$ cat src/logic/ir_consts.svh
`ifndef IR_CONSTS_SVH
`define IR_CONSTS_SVH

// register offsets
`define IR_ADDR_DEBUG 4'hb
`define IR_ADDR_EVENT 4'hc
`define IR_ADDR_TX_LEN 4'hd
`define IR_ADDR_RX_LEN 4'he
`define IR_ADDR_STATUS 4'hf

// field positions
`define IR_RUN_BIT 0
`define IR_EVEN_BIT 0

// reset values
`define IR_DEBUG_RST 8'h00
`define IR_EVENT_RST 8'h00
`define IR_TX_LEN_RST 8'h00
`define IR_RX_LEN_RST 7'h00

// pulse coding
`define IR_TX_LEN_SIXTEENTHS 8'h00
`define IR_TX_LEN_OFF 8'hff
`define IR_SIXTEENTHS_PULSE 8'h03
`define IR_OS_PER_BAUD 5'h10

`endif

$ cat src/logic/ir_pkg.sv
package ir_pkg;

   typedef enum logic [1:0]
   {
      COMM_ASYNC,
      COMM_SYNC,
      COMM_INFRARED,
      COMM_MSPI
   } comm_mode_t;

   typedef enum logic
   {
      TX_IDLE,
      TX_PULSE
   } tx_state_t;

endpackage : ir_pkg

$ cat src/logic/ir_stream_if.sv
`timescale 1ns/1ns
interface ir_stream_if #(parameter int W = 1);
   logic valid;
   logic ready;
   logic [W-1:0] data;

   modport producer (output valid, output data, input ready);
   modport consumer (input valid, input data, output ready);
endinterface : ir_stream_if

$ cat src/logic/bit_fifo.sv
`timescale 1ns/1ns
module bit_fifo #(
   parameter int W = 1,
   parameter int DEPTH = 2
) (
   // clock and reset
   input wire logic clk,
   input wire logic rst_n,
   // streams
   ir_stream_if.consumer in_s,
   ir_stream_if.producer out_s
);
   localparam int AW = (DEPTH > 1) ? $clog2(DEPTH) : 1;

   if (DEPTH < 2 || (DEPTH & (DEPTH - 1)) != 0)
   begin : g_bad_depth
      $error("bit_fifo depth must be a power of two, at least 2");
   end

   logic [W-1:0] mem_reg [DEPTH];
   logic [AW-1:0] wptr_reg;
   logic [AW-1:0] rptr_reg;
   logic [AW:0] count_reg;
   wire push = in_s.valid && in_s.ready;
   wire pop = out_s.valid && out_s.ready;

   assign in_s.ready = (count_reg != (AW+1)'(DEPTH));
   assign out_s.valid = (count_reg != '0);
   assign out_s.data = mem_reg[rptr_reg];

   always_ff @(posedge clk)
   begin
      if (push)
         mem_reg[wptr_reg] <= in_s.data;
   end

   always_ff @(posedge clk)
   begin
      if (!rst_n)
      begin
         wptr_reg <= '0;
         rptr_reg <= '0;
         count_reg <= '0;
      end
      else
      begin
         wptr_reg <= wptr_reg + AW'(push);
         rptr_reg <= rptr_reg + AW'(pop);
         count_reg <= count_reg + (AW+1)'(push) - (AW+1)'(pop);
      end
   end
endmodule : bit_fifo

$ cat src/logic/infrared_pulse_codec.sv
// Summary of operation
// - With run_in_debug_halt clear the stage freezes and ignores events while the processor is halted.
// - With run_in_debug_halt set the stage keeps running during a debug halt.
// - Setting infrared_event_input_enable makes the event channel the receive source.
// - While the event input is selected the receive pin is cut off from the receiver.
// - A transmit pulse length of zero gives pulses of 3/16 of a baud period.
// - A transmit pulse length of 1 to 254 gives pulses of that many clocks.
// - Every transmit pulse starts on a baud clock rising edge.
// - A transmit pulse length of 255 passes transmit and receive through unchanged.
// - The pulse length settings only act when the infrared mode is selected.
// - A receive pulse length of zero applies no filtering.
// - A receive pulse length x accepts a pulse after x+1 equal samples.
// - Communication mode code 0x2 selects infrared operation.
`timescale 1ns/1ns
`include "ir_consts.svh"
module infrared_pulse_codec #(
   parameter int FIFO_DEPTH = 2
) (
   // clock and reset
   input wire logic clk,
   input wire logic rst_n,
   // register port
   input wire logic [3:0] reg_addr,
   input wire logic [7:0] reg_wdata,
   input wire logic reg_wr,
   input wire logic reg_rd,
   output logic [7:0] reg_rdata,
   // serial port context
   input wire logic [1:0] communication_mode,
   input wire logic debug_halted,
   input wire logic baud_tick,
   input wire logic os_tick,
   // transmit bit stream from the serial port
   input wire logic tx_bit,
   input wire logic tx_valid,
   output logic tx_ready,
   // receive line to the serial port
   output logic rx_line,
   // pins and event channel
   output logic tx_pin,
   input wire logic rx_pin,
   input wire logic event_in
);
   // register file
   logic run_in_debug_halt;
   logic infrared_event_input_enable;
   logic [7:0] transmit_pulse_length;
   logic [6:0] receive_pulse_length;
   logic [7:0] rdata_reg;

   // datapath state
   ir_pkg::tx_state_t tx_state_reg;
   ir_pkg::tx_state_t tx_state_next;
   logic [7:0] pcnt_reg;
   logic [7:0] pcnt_next;
   logic bit_reg;
   logic tx_pin_reg;
   logic tx_pin_next;
   logic rx_meta_reg;
   logic rx_sync_reg;
   logic filt_prev_reg;
   logic [4:0] stretch_reg;
   logic [4:0] stretch_next;
   logic rx_line_reg;
   logic rx_line_next;
   logic filt;
   logic [6:0] filt_run;

   ir_stream_if #(.W(1)) tx_in_s ();
   ir_stream_if #(.W(1)) tx_out_s ();

   // decode
   wire halt = debug_halted && !run_in_debug_halt;
   wire infrared_mode = (communication_mode == ir_pkg::COMM_INFRARED);
   wire coding = infrared_mode && (transmit_pulse_length != `IR_TX_LEN_OFF);
   wire sixteenths = (transmit_pulse_length == `IR_TX_LEN_SIXTEENTHS);
   wire wr_debug = reg_wr && (reg_addr == `IR_ADDR_DEBUG);
   wire wr_event = reg_wr && (reg_addr == `IR_ADDR_EVENT);
   wire wr_tx_len = reg_wr && (reg_addr == `IR_ADDR_TX_LEN);
   wire wr_rx_len = reg_wr && (reg_addr == `IR_ADDR_RX_LEN);
   wire tx_pop = baud_tick && !halt;
   wire new_bit = tx_out_s.valid ? tx_out_s.data[0] : 1'b1;
   wire pulse_start = tx_pop && !new_bit;
   wire pulse_step = sixteenths ? os_tick : 1'b1;
   wire [7:0] pulse_len = sixteenths ? `IR_SIXTEENTHS_PULSE
                                     : transmit_pulse_length;
   wire rx_src = infrared_event_input_enable ? event_in : rx_sync_reg;
   wire filt_rise = filt && !filt_prev_reg;

   assign tx_in_s.valid = tx_valid;
   assign tx_in_s.data = tx_bit;
   assign tx_ready = tx_in_s.ready;
   assign tx_out_s.ready = tx_pop;
   assign tx_pin = tx_pin_reg;
   assign rx_line = rx_line_reg;
   assign reg_rdata = rdata_reg;

   // read mux; unmapped offsets read zero
   wire [7:0] rd_mux =
      (reg_addr == `IR_ADDR_DEBUG) ? {7'h00, run_in_debug_halt} :
      (reg_addr == `IR_ADDR_EVENT) ? {7'h00, infrared_event_input_enable} :
      (reg_addr == `IR_ADDR_TX_LEN) ? transmit_pulse_length :
      (reg_addr == `IR_ADDR_RX_LEN) ? {1'b0, receive_pulse_length} :
      (reg_addr == `IR_ADDR_STATUS) ?
         {4'h0, tx_out_s.valid, halt, rx_line_reg, tx_pin_reg} : 8'h00;

   always_ff @(posedge clk)
   begin
      if (!rst_n)
      begin
         run_in_debug_halt <= 1'(`IR_DEBUG_RST);
         infrared_event_input_enable <= 1'(`IR_EVENT_RST);
         transmit_pulse_length <= `IR_TX_LEN_RST;
         receive_pulse_length <= `IR_RX_LEN_RST;
      end
      else
      begin
         if (wr_debug)
            run_in_debug_halt <= reg_wdata[`IR_RUN_BIT];
         if (wr_event)
            infrared_event_input_enable <= reg_wdata[`IR_EVEN_BIT];
         if (wr_tx_len)
            transmit_pulse_length <= reg_wdata;
         if (wr_rx_len)
            receive_pulse_length <= reg_wdata[6:0];
      end
   end

   // data stands only in the cycle after the strobe
   always_ff @(posedge clk)
   begin
      if (!rst_n)
         rdata_reg <= 8'h00;
      else
         rdata_reg <= reg_rd ? rd_mux : 8'h00;
   end

   // stall by the baud clock back-pressures the serial port
   bit_fifo #(.W(1), .DEPTH(FIFO_DEPTH)) u_tx_fifo (
      .clk(clk),
      .rst_n(rst_n),
      .in_s(tx_in_s.consumer),
      .out_s(tx_out_s.producer)
   );

   // pulse length counter; a new start always reloads it
   always_comb
   begin
      tx_state_next = tx_state_reg;
      pcnt_next = pcnt_reg;
      if (halt)
         pcnt_next = pcnt_reg;
      else if (pulse_start && coding)
      begin
         tx_state_next = ir_pkg::TX_PULSE;
         pcnt_next = pulse_len;
      end
      else if (tx_state_reg == ir_pkg::TX_PULSE && pulse_step)
      begin
         pcnt_next = pcnt_reg - 8'h01;
         if (pcnt_reg == 8'h01)
            tx_state_next = ir_pkg::TX_IDLE;
      end
      unique case (tx_state_next)
         ir_pkg::TX_IDLE: tx_pin_next = coding ? 1'b0 : bit_reg;
         ir_pkg::TX_PULSE: tx_pin_next = coding;
      endcase
      if (!coding)
         tx_pin_next = tx_pop ? new_bit : bit_reg;
   end

   always_ff @(posedge clk)
   begin
      if (!rst_n)
      begin
         tx_state_reg <= ir_pkg::TX_IDLE;
         pcnt_reg <= 8'h00;
         bit_reg <= 1'b1;
         tx_pin_reg <= 1'b0;
      end
      else
      begin
         tx_state_reg <= tx_state_next;
         pcnt_reg <= pcnt_next;
         if (tx_pop)
            bit_reg <= new_bit;
         tx_pin_reg <= tx_pin_next;
      end
   end

   // receive pin crosses in from outside
   always_ff @(posedge clk)
   begin
      if (!rst_n)
      begin
         rx_meta_reg <= 1'b1;
         rx_sync_reg <= 1'b1;
      end
      else
      begin
         rx_meta_reg <= rx_pin;
         rx_sync_reg <= rx_meta_reg;
      end
   end

   // frozen during a halt, so events then go unseen
   sample_filter #(.LW(7)) u_rx_filter (
      .clk(clk),
      .rst_n(rst_n),
      .en(!halt),
      .din(rx_src),
      .len(receive_pulse_length),
      .dout(filt),
      .run(filt_run)
   );

   // a received pulse is stretched to one bit of low level
   always_comb
   begin
      stretch_next = stretch_reg;
      if (filt_rise)
         stretch_next = `IR_OS_PER_BAUD;
      else if (os_tick && stretch_reg != 5'h00)
         stretch_next = stretch_reg - 5'h01;
      rx_line_next = coding ? (stretch_next == 5'h00) : rx_src;
   end

   always_ff @(posedge clk)
   begin
      if (!rst_n)
      begin
         filt_prev_reg <= 1'b0;
         stretch_reg <= 5'h00;
         rx_line_reg <= 1'b1;
      end
      else if (!halt)
      begin
         filt_prev_reg <= filt;
         stretch_reg <= stretch_next;
         rx_line_reg <= rx_line_next;
      end
   end
endmodule : infrared_pulse_codec

$ cat src/logic/sample_filter.sv
`timescale 1ns/1ns
module sample_filter #(
   parameter int LW = 7
) (
   // clock and reset
   input wire logic clk,
   input wire logic rst_n,
   // samples
   input wire logic en,
   input wire logic din,
   input wire logic [LW-1:0] len,
   output logic dout,
   output logic [LW-1:0] run
);
   if (LW < 1)
   begin : g_bad_width
      $error("sample_filter length width must be at least 1");
   end

   logic dout_reg;
   logic [LW-1:0] run_reg;
   // a differing sample only wins after len+1 of them in a row
   wire differ = (din != dout_reg);
   wire accept = differ && (run_reg == len);

   assign dout = dout_reg;
   assign run = run_reg;

   always_ff @(posedge clk)
   begin
      if (!rst_n)
      begin
         dout_reg <= 1'b0;
         run_reg <= '0;
      end
      else if (en)
      begin
         if (accept)
            dout_reg <= din;
         run_reg <= (differ && !accept) ? run_reg + 1'b1 : '0;
      end
   end
endmodule : sample_filter

$ cat config.mk
export PLATFORM = sky130hd
export DESIGN_NAME = infrared_pulse_codec
export DESIGN_NICKNAME = d
export VERILOG_FILES = /design/src/logic/ir_pkg.sv /design/src/logic/ir_stream_if.sv /design/src/logic/bit_fifo.sv /design/src/logic/infrared_pulse_codec.sv /design/src/logic/sample_filter.sv
export VERILOG_INCLUDE_DIRS = /design/src /design/src/logic
export SDC_FILE = /design/constraint.sdc
export NUM_CORES = 1
export LEC_CHECK = 0
export ABC_AREA = 1
export BUFFER_PORTS_ARGS = -buffer_cell sky130_fd_sc_hd__buf_2
export CORE_MARGIN = 3
export CORE_UTILIZATION = 30
export DETAILED_ROUTE_END_ITERATION = 10
export MAX_ROUTING_LAYER = met4
export PLACE_DENSITY = 0.52
export SLEW_MARGIN = 20
export SYNTH_ARGS = -nofsm -noshare
export SYNTH_HDL_FRONTEND = slang
export SYNTH_SLANG_ARGS = --single-unit
$ cat constraint.sdc
create_clock -name clk -period 2.15 [get_ports clk]
set_input_delay 0.43 -clock clk [delete_from_list [all_inputs] [get_ports clk]]
set_output_delay 0.43 -clock clk [all_outputs]
set_load 0.005 [all_outputs]
; ---- Yosys cells after proc, flatten, opt, wreduce, memory -nomap -nowiden
; Memory sizes are Yosys's and may differ from the RTL's. A register that Yosys moved wholly into a read port is not among the register bits.
; Cells that the tools add are included.
; W data, S select, Z words.
[word_totals]
register_bits = 57
mem_bits_rw = 2
input_bits = 25
out_inout_bits = 11
wordCells = 98
memories = 1
[memory_table]
columns = memory, depth, width, rd, rd_clocked_by_memory_dff, wr, line_no
row1 = u_tx_fifo.mem_reg, 2, 1, 1, 1, 1, bit_fifo.sv:20  ; logic [W-1:0] mem_reg [DEPTH];
[classes]
add_sub_neg = 7
eq_ne = 11
mux = 25
bitwise_logic = 4
n_reduce_logical = 30
[ops]
columns = operator, n
row1 = $mux W8, 4
row2 = $eq A4 B4 Y1 const B, 5
row3 = $logic_and A1 B1 Y1, 16
row4 = $mux W1, 15
row5 = $mux W7, 2
row6 = $mux W5, 2
row7 = $eq A8 B1 Y1 const B, 1
row8 = $logic_not A8 Y1, 1
row9 = $ne A8 B8 Y1 const B, 1
row10 = $sub A8 B1 Y8 const B, 1
row11 = $add A7 B1 Y7 const B, 1
row12 = $eq A7 B7 Y1, 1
row13 = $reduce_and A2 Y1, 3
row14 = $logic_not A1 Y1, 5
row15 = $logic_not A5 Y1, 1
row16 = $reduce_bool A5 Y1, 1
row17 = $sub A5 B1 Y5 const B, 1
row18 = $mux W4, 1
row19 = $not A1 Y1, 4
row20 = $reduce_bool A2 Y1, 2
row21 = $reduce_or A4 Y1, 1
row22 = $add A1 B1 Y1, 2
row23 = $add A2 B1 Y2, 1
row24 = $eq A2 B2 Y1 const B, 1
row25 = 4 further kinds, 4

; ---- Logic depth before layout (Yosys ltp)
; Gate-level depths: netlist (run 1).
[logic_depth]
depth_word = 11
ltp_mapped = 11
ltp_nobuf = 10

; ---- Cells and area by module
; From an unflattened synthesis (run 1), not the netlist that was laid out.
[hier_totals]
cells_unflattened = 433
hier_area_um2 = 3099.2
[by_module_without_submodules]
columns = mod, n_inst, cells_per_inst, area_per_inst_um2, seq_area_each_um2
row1 = infrared_pulse_codec, 1, 316, 2277.2, 900.9
row2 = sample_filter, 1, 77, 486.7, 160.2
row3 = bit_fifo, 1, 40, 335.3, 160.2

; ---- Worst setup path after synthesis (run 1)
; OpenSTA, ideal clock, no wires.
[synth_path]
path_kind = input -> register
startpoint = in debug_halted
endpoint = reg u_tx_fifo.count_reg[1]
setup_time_ns = 0.070
arrival_ns = 1.562
t_required_ns = 2.080
setup_slack_ns = 0.518
cell_stages = 9
n_path_buf = 0
cell_sequence = nand2_4 -> nand2_2 -> nor2_1 -> ha_1 -> inv_1 -> ha_1 -> xor2_1 -> o21ai_0 -> a21oi_1
[synth_via]
elab_chain_cells = 5
[synth_rtl]
columns = item, line_no
row1 = start: declaration, infrared_pulse_codec.sv:30  ; input wire logic debug_halted,
row2 = $logic_and A1 B1 Y1, infrared_pulse_codec.sv:73  ; wire halt = debug_halted && !run_in_debug_halt;
row3 = $logic_not A1 Y1, -
row4 = $logic_and A1 B1 Y1, infrared_pulse_codec.sv:81  ; wire tx_pop = baud_tick && !halt;
row5 = $logic_and A1 B1 Y1, bit_fifo.sv:25  ; wire pop = out_s.valid && out_s.ready;
row6 = $sub A2 B1 Y2, bit_fifo.sv:49  ; count_reg <= count_reg + (AW+1)'(push) - (AW+1)'(pop);
row7 = end signal: assignment, bit_fifo.sv:49
row8 = end: declaration, bit_fifo.sv:23  ; logic [AW:0] count_reg;
; Every way passes these cells.
; A chain may end at the register's enable or synchronous reset.

; ---- Final worst setup path (run 1)
[layout_path]
startpoint = reg run_in_debug_halt
endpoint = reg u_tx_fifo.count_reg[1]
[layout_via]
elab_chain_cells = 6
[layout_rtl]
columns = item, line_no
row1 = start: declaration, infrared_pulse_codec.sv:45  ; logic run_in_debug_halt;
row2 = start signal: assignment, infrared_pulse_codec.sv:111  ; run_in_debug_halt <= 1'(`IR_DEBUG_RST);
row3 = start signal: assignment, infrared_pulse_codec.sv:119  ; run_in_debug_halt <= reg_wdata[`IR_RUN_BIT];
row4 = $logic_not A1 Y1, infrared_pulse_codec.sv:73
row5 = $logic_and A1 B1 Y1, infrared_pulse_codec.sv:73
row6 = $logic_not A1 Y1, -
row7 = $logic_and A1 B1 Y1, infrared_pulse_codec.sv:81
row8 = $logic_and A1 B1 Y1, bit_fifo.sv:25
row9 = $sub A2 B1 Y2, bit_fifo.sv:49
; Every way passes these cells.

==> summary.log, run 1 <==
INFO  power_and_ir_drop net-switching-power=861uW
INFO  clock_network  post-cts-setup-buffer-count=0
INFO  synth          synth_top_cell_by_area=sky130_fd_sc_hd__dfxtp_1
INFO  floorplan      initial_utilization=31.7%
INFO  worst_setup_path cpPeakStageDelay=350ps
INFO  worst_setup_path crit_path_start_kind=register
INFO  clock_network  clk_path_buf_depth=2
INFO  clock_network  cts.hold.buffers_added=0
INFO  timing         fin_setup_tns=0ps
INFO  grt            grt_util_all_layers=13.6%
INFO  worst_setup_path timing.critical_path.to_type=register
INFO  synth          yosys_most_used_dff=sky130_fd_sc_hd__dfxtp_1
INFO  timing         fin_worst_skew=9.39ps
INFO  power_and_ir_drop p_sw_share=30.3%
INFO  drt            detail_route.wirelength=7110um
INFO  worst_setup_path setup.worst_path.start=run_in_debug_halt
INFO  synth          share_of_synthesized_area_spent_on_multiplexers=0.333%
INFO  power_and_ir_drop leakage_power_of_the_design=1.53nW
INFO  timing         clock.fmax=603MHz
INFO  power_and_ir_drop share_of_power_burned_in_the_clock_network=36.6%
INFO  cells_and_area antenna_cells_inserted=0
INFO  drt            post_drt_wl_per_cell=12.2um
INFO  floorplan      chipHeight=106um
INFO  synth          synthesis.nets=444
INFO  timing         setup-violations-final=0
INFO  clock_network  clk_latency=330ps
INFO  synth          synth-async-reset-ratio=0%
INFO  worst_setup_path worstSetupPathDepth=10
INFO  floorplan      core_region_area=0.00946mm^2
INFO  placed_design  gpl.final_weighted_congestion=0.849
INFO  drt            antenna_violating_nets_post_route=0
INFO  synth          post_synth_fa_ha_maj_area_fraction=3.33%
INFO  timing         hold_viol=0
INFO  worst_setup_path regToRegSetupSlack=490ps
INFO  worst_setup_path timing.setup.critical_path_class=register to register
INFO  floorplan      floorplan.io_pins=36
INFO  placed_design  place.port_buffers=35
INFO  clock_network  cts_buffers=9
INFO  synth          post_synth_xor_area_fraction=5.84%
INFO  placed_design  pre_cts_slack=310ps
INFO  timing         final_period_minus_worst_setup_slack=1660ps
INFO  clock_network  clkSlewWorstSetupHoldPaths=70ps
INFO  cells_and_area final_util=37.1%
INFO  timing         final_max_slew_viol_count=0
INFO  placed_design  dpl.hpwl=5420um
INFO  timing         layout_worst_path_cycle_share=77.2%
INFO  synth          yosys_register_bits=60
INFO  job            number_of_max_capacitance_violations_reported=0
INFO  synth          synthDominantCellAreaShare=38.7%
INFO  synth          synth_simple_gate_area_share=28.8%
INFO  worst_setup_path reg2reg_depth=10
INFO  power_and_ir_drop ir_worst_vdd=0.374mV
INFO  cells_and_area layout_common_cells=sky130_fd_sc_hd__nand2_1 (81), sky130_fd_sc_hd__nor2_1 (59), sky130_fd_sc_hd__dfxtp_1 (58), sky130_fd_sc_hd__inv_1 (41), sky130_fd_sc_hd__buf_2 (35)
INFO  grt            initial_antenna_violation_count=0
INFO  power_and_ir_drop flop_pwr_share=44.2%
INFO  drt            drt_first_iter_violations=115
INFO  worst_setup_path crit_fanout=4
INFO  clock_network  post_cts_resized=0
INFO  power_and_ir_drop finalPower=2.84mW
INFO  cells_and_area drive_gt1_share=16.7%
INFO  worst_setup_path timing.critical_path.max_delay_family=adder cells
INFO  synth          main_combinational_cell_family_by_area_after_synthesis=simple AND/OR/NAND/NOR gates
INFO  clock_network  cts_max_level=3
INFO  power_and_ir_drop p_int=1.98mW
INFO  worst_setup_path required=2420ps
INFO  grt            vias_in_the_first_global_route=2636
INFO  synth          synth_area=0.00300mm^2
INFO  timing         tightest_slew=483ps
INFO  cells_and_area layout-area-overhead-vs-synth=16.8%
INFO  power_and_ir_drop comb_power_share=19.2%
INFO  synth          synth.distinct_cells=36
INFO  timing         slew_headroom=67.5%
INFO  timing         fin_ws=491ps
INFO  synth          synth_area_leaders=sky130_fd_sc_hd__dfxtp_1 (39%), sky130_fd_sc_hd__nand2_1 (10%), sky130_fd_sc_hd__nor2_1 (7.4%)
INFO  floorplan      placementRows=35
INFO  synth          synth-compound-area-share=13.4%
INFO  synth          postSynthAreaPerCell=7.30um^2
INFO  worst_hold_path worstHoldPathCells=2
INFO  grt            grt_max_degree=22
INFO  timing         grt_setup_unrepaired=no
INFO  timing         worst_hold_slack=276ps
INFO  drt            first_pass_iteration_count_of_the_detailed_router=4
INFO  synth          synth_cells=411
INFO  worst_setup_path rr_startpoint=run_in_debug_halt
INFO  cells_and_area finish.net_count=484
INFO  cells_and_area final_common_cell=sky130_fd_sc_hd__nand2_1
INFO  floorplan      floorplan.die.width=106um
INFO  grt            grt_overflow_total=0
INFO  synth          synth.yosys.seq_area_share=40.7%
INFO  clock_network  clockRootBuffer=sky130_fd_sc_hd__clkbuf_8
INFO  clock_network  cts_tree=done
INFO  worst_hold_path min_path_type=input port to register
INFO  worst_setup_path cp_data_arrival_time=1930ps
INFO  worst_setup_path path_buf_inv=2
INFO  drt            via_count=2669
INFO  clock_network  cts_num_sinks=60
INFO  worst_setup_path crit_path_cell_trace=inv_2 -> nand2_4 -> nand2_2 -> nor2_1 -> ha_1 -> inv_1 -> ha_1 -> xor2_1 -> o21ai_0 -> a21oi_1
INFO  worst_setup_path path_common_cell=sky130_fd_sc_hd__ha_1
INFO  worst_hold_path holdCritStartpoint=rx_pin
INFO  grt            wire_length_of_the_first_global_routing_pass=12000um
INFO  run_status     run_status=completed
INFO  synth          edff_count_synth=2
INFO  drt            route.detailed.drc=0
INFO  worst_setup_path critPathSlowestCell=sky130_fd_sc_hd__dfxtp_1
INFO  power_and_ir_drop power_density=810mW/mm^2
INFO  drt            routed_via_density=4.56
INFO  synth          yosysWarnings=0
INFO  floorplan      die_area=0.0112mm^2
## cells in the mapped netlist (2+ instances only)
cell type and instances:
sky130_fd_sc_hd__a21oi_1 29, sky130_fd_sc_hd__a221oi_1 3, sky130_fd_sc_hd__buf_2 2, sky130_fd_sc_hd__buf_6 2
sky130_fd_sc_hd__clkbuf_1 4, sky130_fd_sc_hd__dfxtp_1 58, sky130_fd_sc_hd__edfxtp_1 2, sky130_fd_sc_hd__ha_1 8
sky130_fd_sc_hd__inv_1 41, sky130_fd_sc_hd__inv_2 4, sky130_fd_sc_hd__nand2_1 81, sky130_fd_sc_hd__nand2_2 5
sky130_fd_sc_hd__nand2_4 3, sky130_fd_sc_hd__nand3_1 20, sky130_fd_sc_hd__nand3_2 2, sky130_fd_sc_hd__nand3b_1 3
sky130_fd_sc_hd__nand4_1 4, sky130_fd_sc_hd__nor2_1 59, sky130_fd_sc_hd__nor2_2 2, sky130_fd_sc_hd__nor2_4 2
sky130_fd_sc_hd__nor3_1 4, sky130_fd_sc_hd__o21ai_0 31, sky130_fd_sc_hd__o21ai_1 7, sky130_fd_sc_hd__o22ai_1 3
sky130_fd_sc_hd__or2_2 3, sky130_fd_sc_hd__xnor2_1 10, sky130_fd_sc_hd__xor2_1 10
## per-layer routing
metal / track usage, % / vias up / part of all wire [%]
met1: 18.6 / 1199 / 50
met5: - / - / 0
met3: 2.55 / 10 / 4.6
li1: - / 1405 / -
met2: 20.4 / 55 / 44
met4: 4.16 / 0 / 1.4
## cell families after synthesis
logic type,after synthesis
simple gates,191
compound gates,76
flops,60
buf+inv,55
xor+xnor,20
fa+ha+maj,8
mux,1
## cell type report
| type | count | area, um^2 |
|---|---|---|
| fillers | 1051 | 5950 |
| multi-input cells | 296 | 1550 |
| flip-flops and latches | 60 | 1220 |
| repair buffers | 37 | 190 |
| inverters | 47 | 179 |
| well taps | 129 | 161 |
| clock buffers | 11 | 141 |
| clock inverters | 5 | 60.1 |
## power groups by stage
stage | Combinational, mW | Clock, mW | Sequential (mW)
floorplan | 0.419 | 0 | 1.27
global placement | 0.542 | 0 | 1.28
CTS | 0.555 | 1.05 | 1.26
global route | 0.646 | 1.12 | 1.27
finish | 0.545 | 1.04 | 1.26
detailed placement | 0.552 | 0 | 1.28
## per-stage QoR
step / cell area (um^2) / cells
2_1_floorplan: 3000 / 411
3_3_place_gp: 3310 / 569
3_5_place_dp: 3310 / 569
4_1_cts: 3510 / 585
5_1_grt: 3510 / 585
6_report: 3510 / 585
## worst paths after layout
kind / endpoint
worst max-delay path: u_tx_fifo.count_reg[1]
worst min-delay path: rx_meta_reg
worst max register to register: u_tx_fifo.count_reg[1]
worst min register to register: rx_sync_reg
(Power assumes the default switching activity.)
==> run 2: changes to the inputs <==
==> constraint.sdc (replaced) <==
create_clock -name clk -period 1.6 [get_ports clk]
set_input_delay 0.32 -clock clk [delete_from_list [all_inputs] [get_ports clk]]
set_output_delay 0.32 -clock clk [all_outputs]
set_load 0.005 [all_outputs]
==> summary.log, run 2 (same netlist as run 1, synthesis figures left out) <==
INFO  run_status     run_status=completed
INFO  cells_and_area final_common_cell=sky130_fd_sc_hd__nand2_1
INFO  drt            routedLengthMet1=3790um [+7.0%]
INFO  power_and_ir_drop share_of_power_burned_in_the_clock_network=35.8% [-0.8 points]
INFO  grt            grt_util_all_layers=14.0% [+0.44 points]
INFO  power_and_ir_drop p_int=2.80mW [+41%]
INFO  clock_network  cts_max_level=3 [unchanged]
INFO  worst_setup_path rr_startpoint=run_in_debug_halt
INFO  timing         fin_setup_tns=0ps [unchanged]
INFO  timing         hold_viol=0 [unchanged]
INFO  drt            via_count=2710 [+1.5%]
INFO  cells_and_area layout-area-overhead-vs-synth=22.3%
INFO  timing         clock.fmax=662MHz [+9.7%]
INFO  grt            initial_antenna_violation_count=0 [unchanged]
INFO  clock_network  cts_num_sinks=60 [unchanged]
INFO  timing         final_period_minus_worst_setup_slack=1510ps [-147 ps]
INFO  placed_design  place.port_buffers=35 [unchanged]
INFO  clock_network  cts_buffers=9 [unchanged]
INFO  worst_hold_path hold_end=rx_meta_reg
INFO  floorplan      floorplan.io_pins=36 [unchanged]
INFO  drt            antenna_violating_nets_post_route=0 [unchanged]
INFO  cells_and_area fill_count=1054 [+0.29%]
INFO  clock_network  clkSlewWorstSetupHoldPaths=80ps [about the same]
INFO  clock_network  clockRootBuffer=sky130_fd_sc_hd__clkbuf_8
INFO  floorplan      chipHeight=106um [unchanged]
INFO  timing         tightest_slew=451ps [-31.9 ps]
INFO  cells_and_area layout_common_cells=sky130_fd_sc_hd__nand2_1 (80), sky130_fd_sc_hd__nor2_1 (57), sky130_fd_sc_hd__dfxtp_1 (53), sky130_fd_sc_hd__inv_1 (41), sky130_fd_sc_hd__buf_2 (35)
INFO  timing         setup-violations-final=0 [unchanged]
INFO  worst_setup_path timing.critical_path.to_type=register
INFO  timing         slew_headroom=69.7% [+2.2 points]
INFO  timing         grt_setup_unrepaired=yes
INFO  floorplan      core_region_area=0.00946mm^2 [unchanged]
INFO  floorplan      floorplan.die.width=106um [unchanged]
INFO  floorplan      placementRows=35 [unchanged]
INFO  grt            wire_length_of_the_first_global_routing_pass=12200um [+1.4%]
INFO  power_and_ir_drop power_density=1080mW/mm^2 [+33%]
INFO  grt            grt_max_degree=22 [unchanged]
INFO  grt            grt_overflow_total=0 [unchanged]
INFO  timing         final_max_slew_viol_count=0 [unchanged]
INFO  power_and_ir_drop comb_power_share=21.7% [+2.5 points]
INFO  power_and_ir_drop net-switching-power=1.17mW [+36%]
INFO  placed_design  gpl.final_weighted_congestion=0.825 [-2.7%]
INFO  drt            top_layer=met4
INFO  worst_setup_path timing.setup.critical_path_class=register to register
INFO  worst_setup_path regToRegSetupSlack=90ps [-400 ps]
INFO  cells_and_area drive_gt1_share=21.9% [+5.3 points]
INFO  power_and_ir_drop flop_pwr_share=42.4% [-1.8 points]
INFO  worst_hold_path holdCritStartpoint=rx_pin
INFO  worst_setup_path reg2reg_depth=10 [unchanged]
INFO  worst_hold_path worstHoldPathCells=2 [unchanged]
INFO  timing         fin_worst_skew=14.2ps [+4.82 ps]
INFO  floorplan      die_area=0.0112mm^2 [unchanged]
INFO  clock_network  cts_tree=done
INFO  grt            vias_in_the_first_global_route=2604 [-1.2%]
INFO  placed_design  dpl.hpwl=5670um [+4.7%]
INFO  cells_and_area finish.net_count=502 [+3.7%]
INFO  worst_setup_path crit_fanout=2 [-2]
INFO  clock_network  cts.hold.buffers_added=0 [unchanged]
INFO  worst_setup_path crit_path_start_kind=register
INFO  worst_setup_path worst_r2r_endpoint=u_tx_fifo.count_reg[1]
INFO  drt            drt_first_iter_violations=94 [-18%]
INFO  cells_and_area antenna_cells_inserted=0 [unchanged]
INFO  floorplan      initial_utilization=31.7% [unchanged]
INFO  drt            post_drt_wl_per_cell=12.2um [+0.54%]
INFO  drt            routed_via_density=4.49 [-1.5%]
INFO  clock_network  clk_latency=330ps [about the same]
INFO  power_and_ir_drop leakage_power_of_the_design=1.62nW [+6.0%]
INFO  timing         layout_worst_path_cycle_share=94.5% [+17 points]
INFO  job            number_of_max_capacitance_violations_reported=0 [unchanged]
INFO  drt            met2RoutedLength=3300um [+5.1%]
INFO  drt            first_pass_iteration_count_of_the_detailed_router=4 [unchanged]
INFO  power_and_ir_drop ir_worst_vdd=0.548mV [+47%]
INFO  cells_and_area final_util=38.8% [+1.7 points]
INFO  drt            route.detailed.drc=0 [unchanged]
INFO  power_and_ir_drop p_sw_share=29.6% [-0.73 points]
INFO  drt            detail_route.wirelength=7370um [+3.6%]
INFO  clock_network  clk_path_buf_depth=2 [unchanged]
INFO  worst_setup_path cp_data_arrival_time=1750ps [-180 ps]
INFO  worst_setup_path required=1840ps [-580 ps]
INFO  drt            met3_length=191um [-42%]
INFO  worst_hold_path min_path_type=input port to register
run 2: cell types whose count changed in the layout (fill, tap and decap cells not counted), moves of 2 or more:
cell / before / now
sky130_fd_sc_hd__dfxtp_2: 0 / 5
sky130_fd_sc_hd__buf_4: 2 / 20
sky130_fd_sc_hd__nor2_2: 2 / 4
sky130_fd_sc_hd__dfxtp_1: 58 / 53
sky130_fd_sc_hd__nor2_1: 59 / 57
run 2: how the worst max path moves through the flow:
stage | start | to | slack, ps
finish | run_in_debug_halt | u_tx_fifo.count_reg[1] | 90
CTS | run_in_debug_halt | u_tx_fifo.count_reg[1] | 40
detailed placement | debug_halted | u_tx_fifo.count_reg[1] | -30
global placement | debug_halted | u_tx_fifo.count_reg[1] | 50
floorplan | run_in_debug_halt | u_tx_fifo.count_reg[1] | 30
global route | run_in_debug_halt | u_tx_fifo.count_reg[1] | -20
run 2: layer usage:
metal,track usage [%],vias to the layer above
met5,-,-
met4,5.00,0
met3,2.31,6
met2,22.3,36
met1,18.2,1221
li1,-,1447
run 2: cell type report:
| type | instances | area [um^2] | share of cell area, % |
|---|---|---|---|
| flip-flops and latches | 60 | 1230 | 33.4 |
| well taps | 129 | 161 | 4.40 |
| repair buffers | 55 | 325 | 8.86 |
| inverters | 47 | 179 | 4.87 |
| multi-input cells | 296 | 1570 | 42.7 |
| clock inverters | 5 | 58.8 | 1.60 |
| clock buffers | 11 | 151 | 4.12 |
run 2: power groups by stage:
stage	Combinational, mW	Sequential (mW)	Clock, mW
floorplan	0.563	1.70	0
global placement	0.817	1.71	0
detailed placement	0.829	1.71	0
CTS	0.835	1.68	1.46
global route	0.999	1.70	1.53
finish	0.863	1.68	1.42
run 2: worst max-delay path, cell delays in order, from the launching register on:
cell                      delay, ps
sky130_fd_sc_hd__dfxtp_1        350
sky130_fd_sc_hd__inv_2           60
sky130_fd_sc_hd__nand2_4         60
sky130_fd_sc_hd__nand2_2         50
sky130_fd_sc_hd__nor2_2         100
sky130_fd_sc_hd__ha_1           240
sky130_fd_sc_hd__inv_1           60
sky130_fd_sc_hd__ha_1           150
sky130_fd_sc_hd__xor2_1         180
sky130_fd_sc_hd__buf_4          130
sky130_fd_sc_hd__a21oi_1         50
run 2: metrics by stage:
stage,hold WS [ps],instance area (um^2),instances,setup slack [ps],total power [mW]
after CTS,160,3630,600,39.5,3.98
after global routing,164,3670,603,-19.4,4.23
after floorplan,393,3000,411,29.5,2.26
after detailed placement,403,3420,584,-27.7,2.54
final,174,3670,603,88.3,3.97
after global placement,396,3420,584,53.0,2.53
run 2: timing repair:
action                                  in CTS  in global routing
resized for setup                            0                 11
setup buffers                                0                  3
endpoints found under the setup margin       0                  8
==> run 3: changes to the inputs <==
--- a/config.mk
+++ b/config.mk
@@ -6,11 +6,11 @@
 export SDC_FILE = /design/constraint.sdc
 export NUM_CORES = 1
 export LEC_CHECK = 0
-export ABC_AREA = 1
 export BUFFER_PORTS_ARGS = -buffer_cell sky130_fd_sc_hd__buf_2
 export CORE_MARGIN = 3
 export CORE_UTILIZATION = 30
 export DETAILED_ROUTE_END_ITERATION = 10
+export HOLD_SLACK_MARGIN = 0.05
 export MAX_ROUTING_LAYER = met4
 export PLACE_DENSITY = 0.52
 export SLEW_MARGIN = 20
==> summary.log, run 3 <==
INFO  grt            grt_overflow_total=0 [unchanged]
INFO  placed_design  gpl.final_weighted_congestion=0.836 [+1.2%]
INFO  synth          synth_most_common_cell=sky130_fd_sc_hd__dfxtp_1
INFO  timing         grt_setup_unrepaired=yes
INFO  grt            initial_antenna_violation_count=0 [unchanged]
INFO  drt            antenna_violating_nets_post_route=0 [unchanged]
INFO  synth          synth_area_leaders=sky130_fd_sc_hd__dfxtp_1 (40%), sky130_fd_sc_hd__mux2i_1 (6.6%), sky130_fd_sc_hd__nor2_1 (6.4%)
INFO  floorplan      core_region_area=0.00928mm^2 [-1.9%]
INFO  worst_setup_path cp_data_arrival_time=2160ps [+410 ps]
INFO  timing         clock.fmax=521MHz [-21%]
INFO  timing         fin_worst_skew=10.5ps [-3.70 ps]
INFO  clock_network  cts_max_level=3 [unchanged]
INFO  floorplan      initial_utilization=31.0% [-0.74 points]
INFO  floorplan      chipHeight=104um [-2.0%]
INFO  worst_setup_path crit_fanout=4 [+2]
INFO  drt            post_drt_wl_per_cell=15.1um [+24%]
INFO  worst_setup_path timing.critical_path.to_type=register
INFO  floorplan      die_area=0.0108mm^2 [-3.9%]
INFO  power_and_ir_drop power_density=1010mW/mm^2 [-6.5%]
INFO  power_and_ir_drop ir_worst_vdd=0.547mV [-0.23%]
INFO  worst_setup_path timing.setup.critical_path_class=register to register
INFO  power_and_ir_drop share_of_power_burned_in_the_clock_network=37.8% [+2.0 points]
INFO  cells_and_area finish.net_count=440 [-12%]
INFO  clock_network  clk_path_buf_depth=2 [unchanged]
INFO  worst_hold_path min_path_type=input port to register
INFO  placed_design  dpl.hpwl=5840um [+3.0%]
INFO  cells_and_area final_common_cell=sky130_fd_sc_hd__buf_4
INFO  floorplan      floorplan.io_pins=36 [unchanged]
INFO  drt            via_count=2664 [-1.7%]
INFO  cells_and_area layout_common_cells=sky130_fd_sc_hd__buf_4 (51), sky130_fd_sc_hd__dfxtp_1 (50), sky130_fd_sc_hd__nor2_1 (46), sky130_fd_sc_hd__buf_2 (35), sky130_fd_sc_hd__nand2_1 (22)
INFO  placed_design  place.port_buffers=35 [unchanged]
INFO  power_and_ir_drop net-switching-power=1.20mW [+2.1%]
INFO  power_and_ir_drop leakage_power_of_the_design=1.57nW [-3.3%]
INFO  cells_and_area post-route-cell-area=0.00409mm^2 [+11%]
INFO  grt            grt_util_all_layers=15.6% [+1.5 points]
INFO  timing         setup-violations-final=16 [+16]
INFO  timing         fin_ws=-320ps [-408 ps]
INFO  synth          postSynthAreaPerCell=9.02um^2 [+24%]
INFO  run_status     violations=negative setup slack
INFO  grt            grt_max_degree=25 [+14%]
INFO  synth          synth.yosys.seq_area_share=42.4% [+1.8 points]
INFO  floorplan      placementRows=35 [unchanged]
INFO  timing         slew_headroom=75.2% [+5.4 points]
INFO  cells_and_area antenna_cells_inserted=0 [unchanged]
INFO  synth          synth.distinct_cells=49 [+36%]
INFO  synth          yosys_most_used_dff=sky130_fd_sc_hd__dfxtp_1
INFO  power_and_ir_drop finalPower=4.14mW [+4.3%]
INFO  worst_setup_path required=1840ps [about the same]
INFO  power_and_ir_drop p_sw_share=29.0% [-0.62 points]
INFO  timing         hold_viol=0 [unchanged]
INFO  power_and_ir_drop comb_power_share=22.4% [+0.7 points]
INFO  clock_network  clkSlewWorstSetupHoldPaths=80ps [about the same]
INFO  timing         final_period_minus_worst_setup_slack=1920ps [+408 ps]
INFO  run_status     run_status=complete, but fails checks
INFO  worst_setup_path crit_path_start_kind=register
INFO  grt            wire_length_of_the_first_global_routing_pass=13200um [+7.7%]
INFO  drt            drt_first_iter_violations=85 [-9.6%]
INFO  clock_network  clk_latency=340ps [about the same]
INFO  job            number_of_max_capacitance_violations_reported=0 [unchanged]
INFO  synth          ys_top_cells_by_count=sky130_fd_sc_hd__dfxtp_1 (58), sky130_fd_sc_hd__nor2_1 (49), sky130_fd_sc_hd__nand2_1 (24), sky130_fd_sc_hd__mux2i_1 (19), sky130_fd_sc_hd__clkbuf_1 (13)
INFO  drt            route.detailed.drc=0 [unchanged]
INFO  power_and_ir_drop p_int=2.94mW [+5.2%]
INFO  clock_network  cts.hold.buffers_added=0 [unchanged]
INFO  synth          synth_top_cell_by_area=sky130_fd_sc_hd__dfxtp_1
INFO  grt            vias_in_the_first_global_route=2637 [+1.3%]
INFO  clock_network  cts_tree=done
INFO  timing         tightest_slew=369ps [-82.4 ps]
INFO  synth          synth_area=0.00288mm^2 [-4.1%]
INFO  timing         worst_hold_slack=173ps [-0.359 ps]
INFO  placed_design  pre_cts_slack=-378ps [-351 ps]
INFO  timing         layout_worst_path_cycle_share=120% [+25 points]
INFO  drt            routed_via_density=4.92 [+9.6%]
INFO  synth          synthDominantCellAreaShare=40.3% [+1.7 points]
INFO  placed_design  placement.cell_area=0.00362mm^2 [+6.0%]
INFO  synth          yosys_register_bits=60 [unchanged]
INFO  cells_and_area layout-area-overhead-vs-synth=42.3%
INFO  synth          synth_cells=319 [-22%]
INFO  power_and_ir_drop flop_pwr_share=39.8% [-2.6 points]
INFO  clock_network  cts_num_sinks=60 [unchanged]
INFO  synth          synthesis.nets=352 [-21%]
INFO  drt            first_pass_iteration_count_of_the_detailed_router=4 [unchanged]
INFO  cells_and_area drive_gt1_share=41.7% [+20 points]
INFO  timing         final_max_slew_viol_count=0 [unchanged]
INFO  synth          yosysWarnings=0 [unchanged]
INFO  clock_network  clockRootBuffer=sky130_fd_sc_hd__clkbuf_8
INFO  synth          synth-async-reset-ratio=0% [unchanged]
INFO  synth          edff_count_synth=2 [unchanged]
INFO  drt            detail_route.wirelength=8170um [+11%]
INFO  clock_network  cts_buffers=9 [unchanged]
INFO  floorplan      floorplan.die.width=104um [-2.0%]
run 3: logic make-up after synthesis:
logic type	Yosys count	synth area share [%]
xor gates and xnor gates	18	5.48
buffers and inverters	25	3.35
muxes	24	8.96
DFF	60	42.4
AOI/OAI and AO/OA	57	14.1
adders and majority gates	8	3.48
and+or+nand+nor	127	22.2
run 3: repair_timing:
item,4_1_cts,5_1_grt
endpoints found under the setup margin,23,24
pin swaps,19,15
resized for setup,28,26
buffers inserted,2,1
endpoints found under the hold margin,0,0
run 3: area by class of cell:
type	count	area, um^2
Multi-Input combinational cell	234	1810
Inverter	10	37.5
Clock buffer	9	124
Clock inverter	7	100
Sequential cell	60	1230
Tap cell	129	161
Timing Repair Buffer	92	626
Fill cell	932	5190
run 3: stage by stage:
stage	util [%]	TNS [ps]	std cells
after floorplan	-	-1640	319
after global placement	39.0	-3000	522
after detailed placement	39.0	-3130	522
after CTS	42.8	-2570	540
after global routing	44.1	-3950	541
final	44.1	-2920	541
run 3: path summary, 6_finish.rpt:
kind / slack [ps] / to / start / depth (start not counted)
setup / recovery: -320 / pcnt_reg[0] / transmit_pulse_length[2] / 7
hold / removal: 170 / rx_meta_reg / rx_pin / 2
setup reg to reg: -320 / pcnt_reg[0] / transmit_pulse_length[2] / 7
hold reg to reg: 410 / rx_sync_reg / rx_meta_reg / 1
run 3: critical path: stages, from the launching register on:
cell	delay (ps)
sky130_fd_sc_hd__dfxtp_2	320
sky130_fd_sc_hd__or4_4	550
sky130_fd_sc_hd__buf_6	140
sky130_fd_sc_hd__nor3_4	200
sky130_fd_sc_hd__buf_6	150
sky130_fd_sc_hd__nor2b_4	50
sky130_fd_sc_hd__o21a_1	200
sky130_fd_sc_hd__o2111a_1	220
run 3: power by group through the flow:
| stage | clock network (mW) | registers, mW | logic, mW |
|---|---|---|---|
| floorplan | 0 | 1.67 | 0.486 |
| global placement | 0 | 1.68 | 0.800 |
| finish | 1.56 | 1.65 | 0.927 |
| CTS | 1.60 | 1.65 | 0.874 |
| detailed placement | 0 | 1.68 | 0.807 |
| global route | 1.67 | 1.66 | 1.03 |
run 3: metal layers:
layer	vias to the layer above	routed length, um	share of wire [%]	GRT usage (%)
li1	1316	-	-	-
met1	1270	3850	47	20.2
met2	67	3840	47	24.0
met3	11	320	3.9	3.79
met4	0	157	1.9	4.75
met5	-	0	0	-
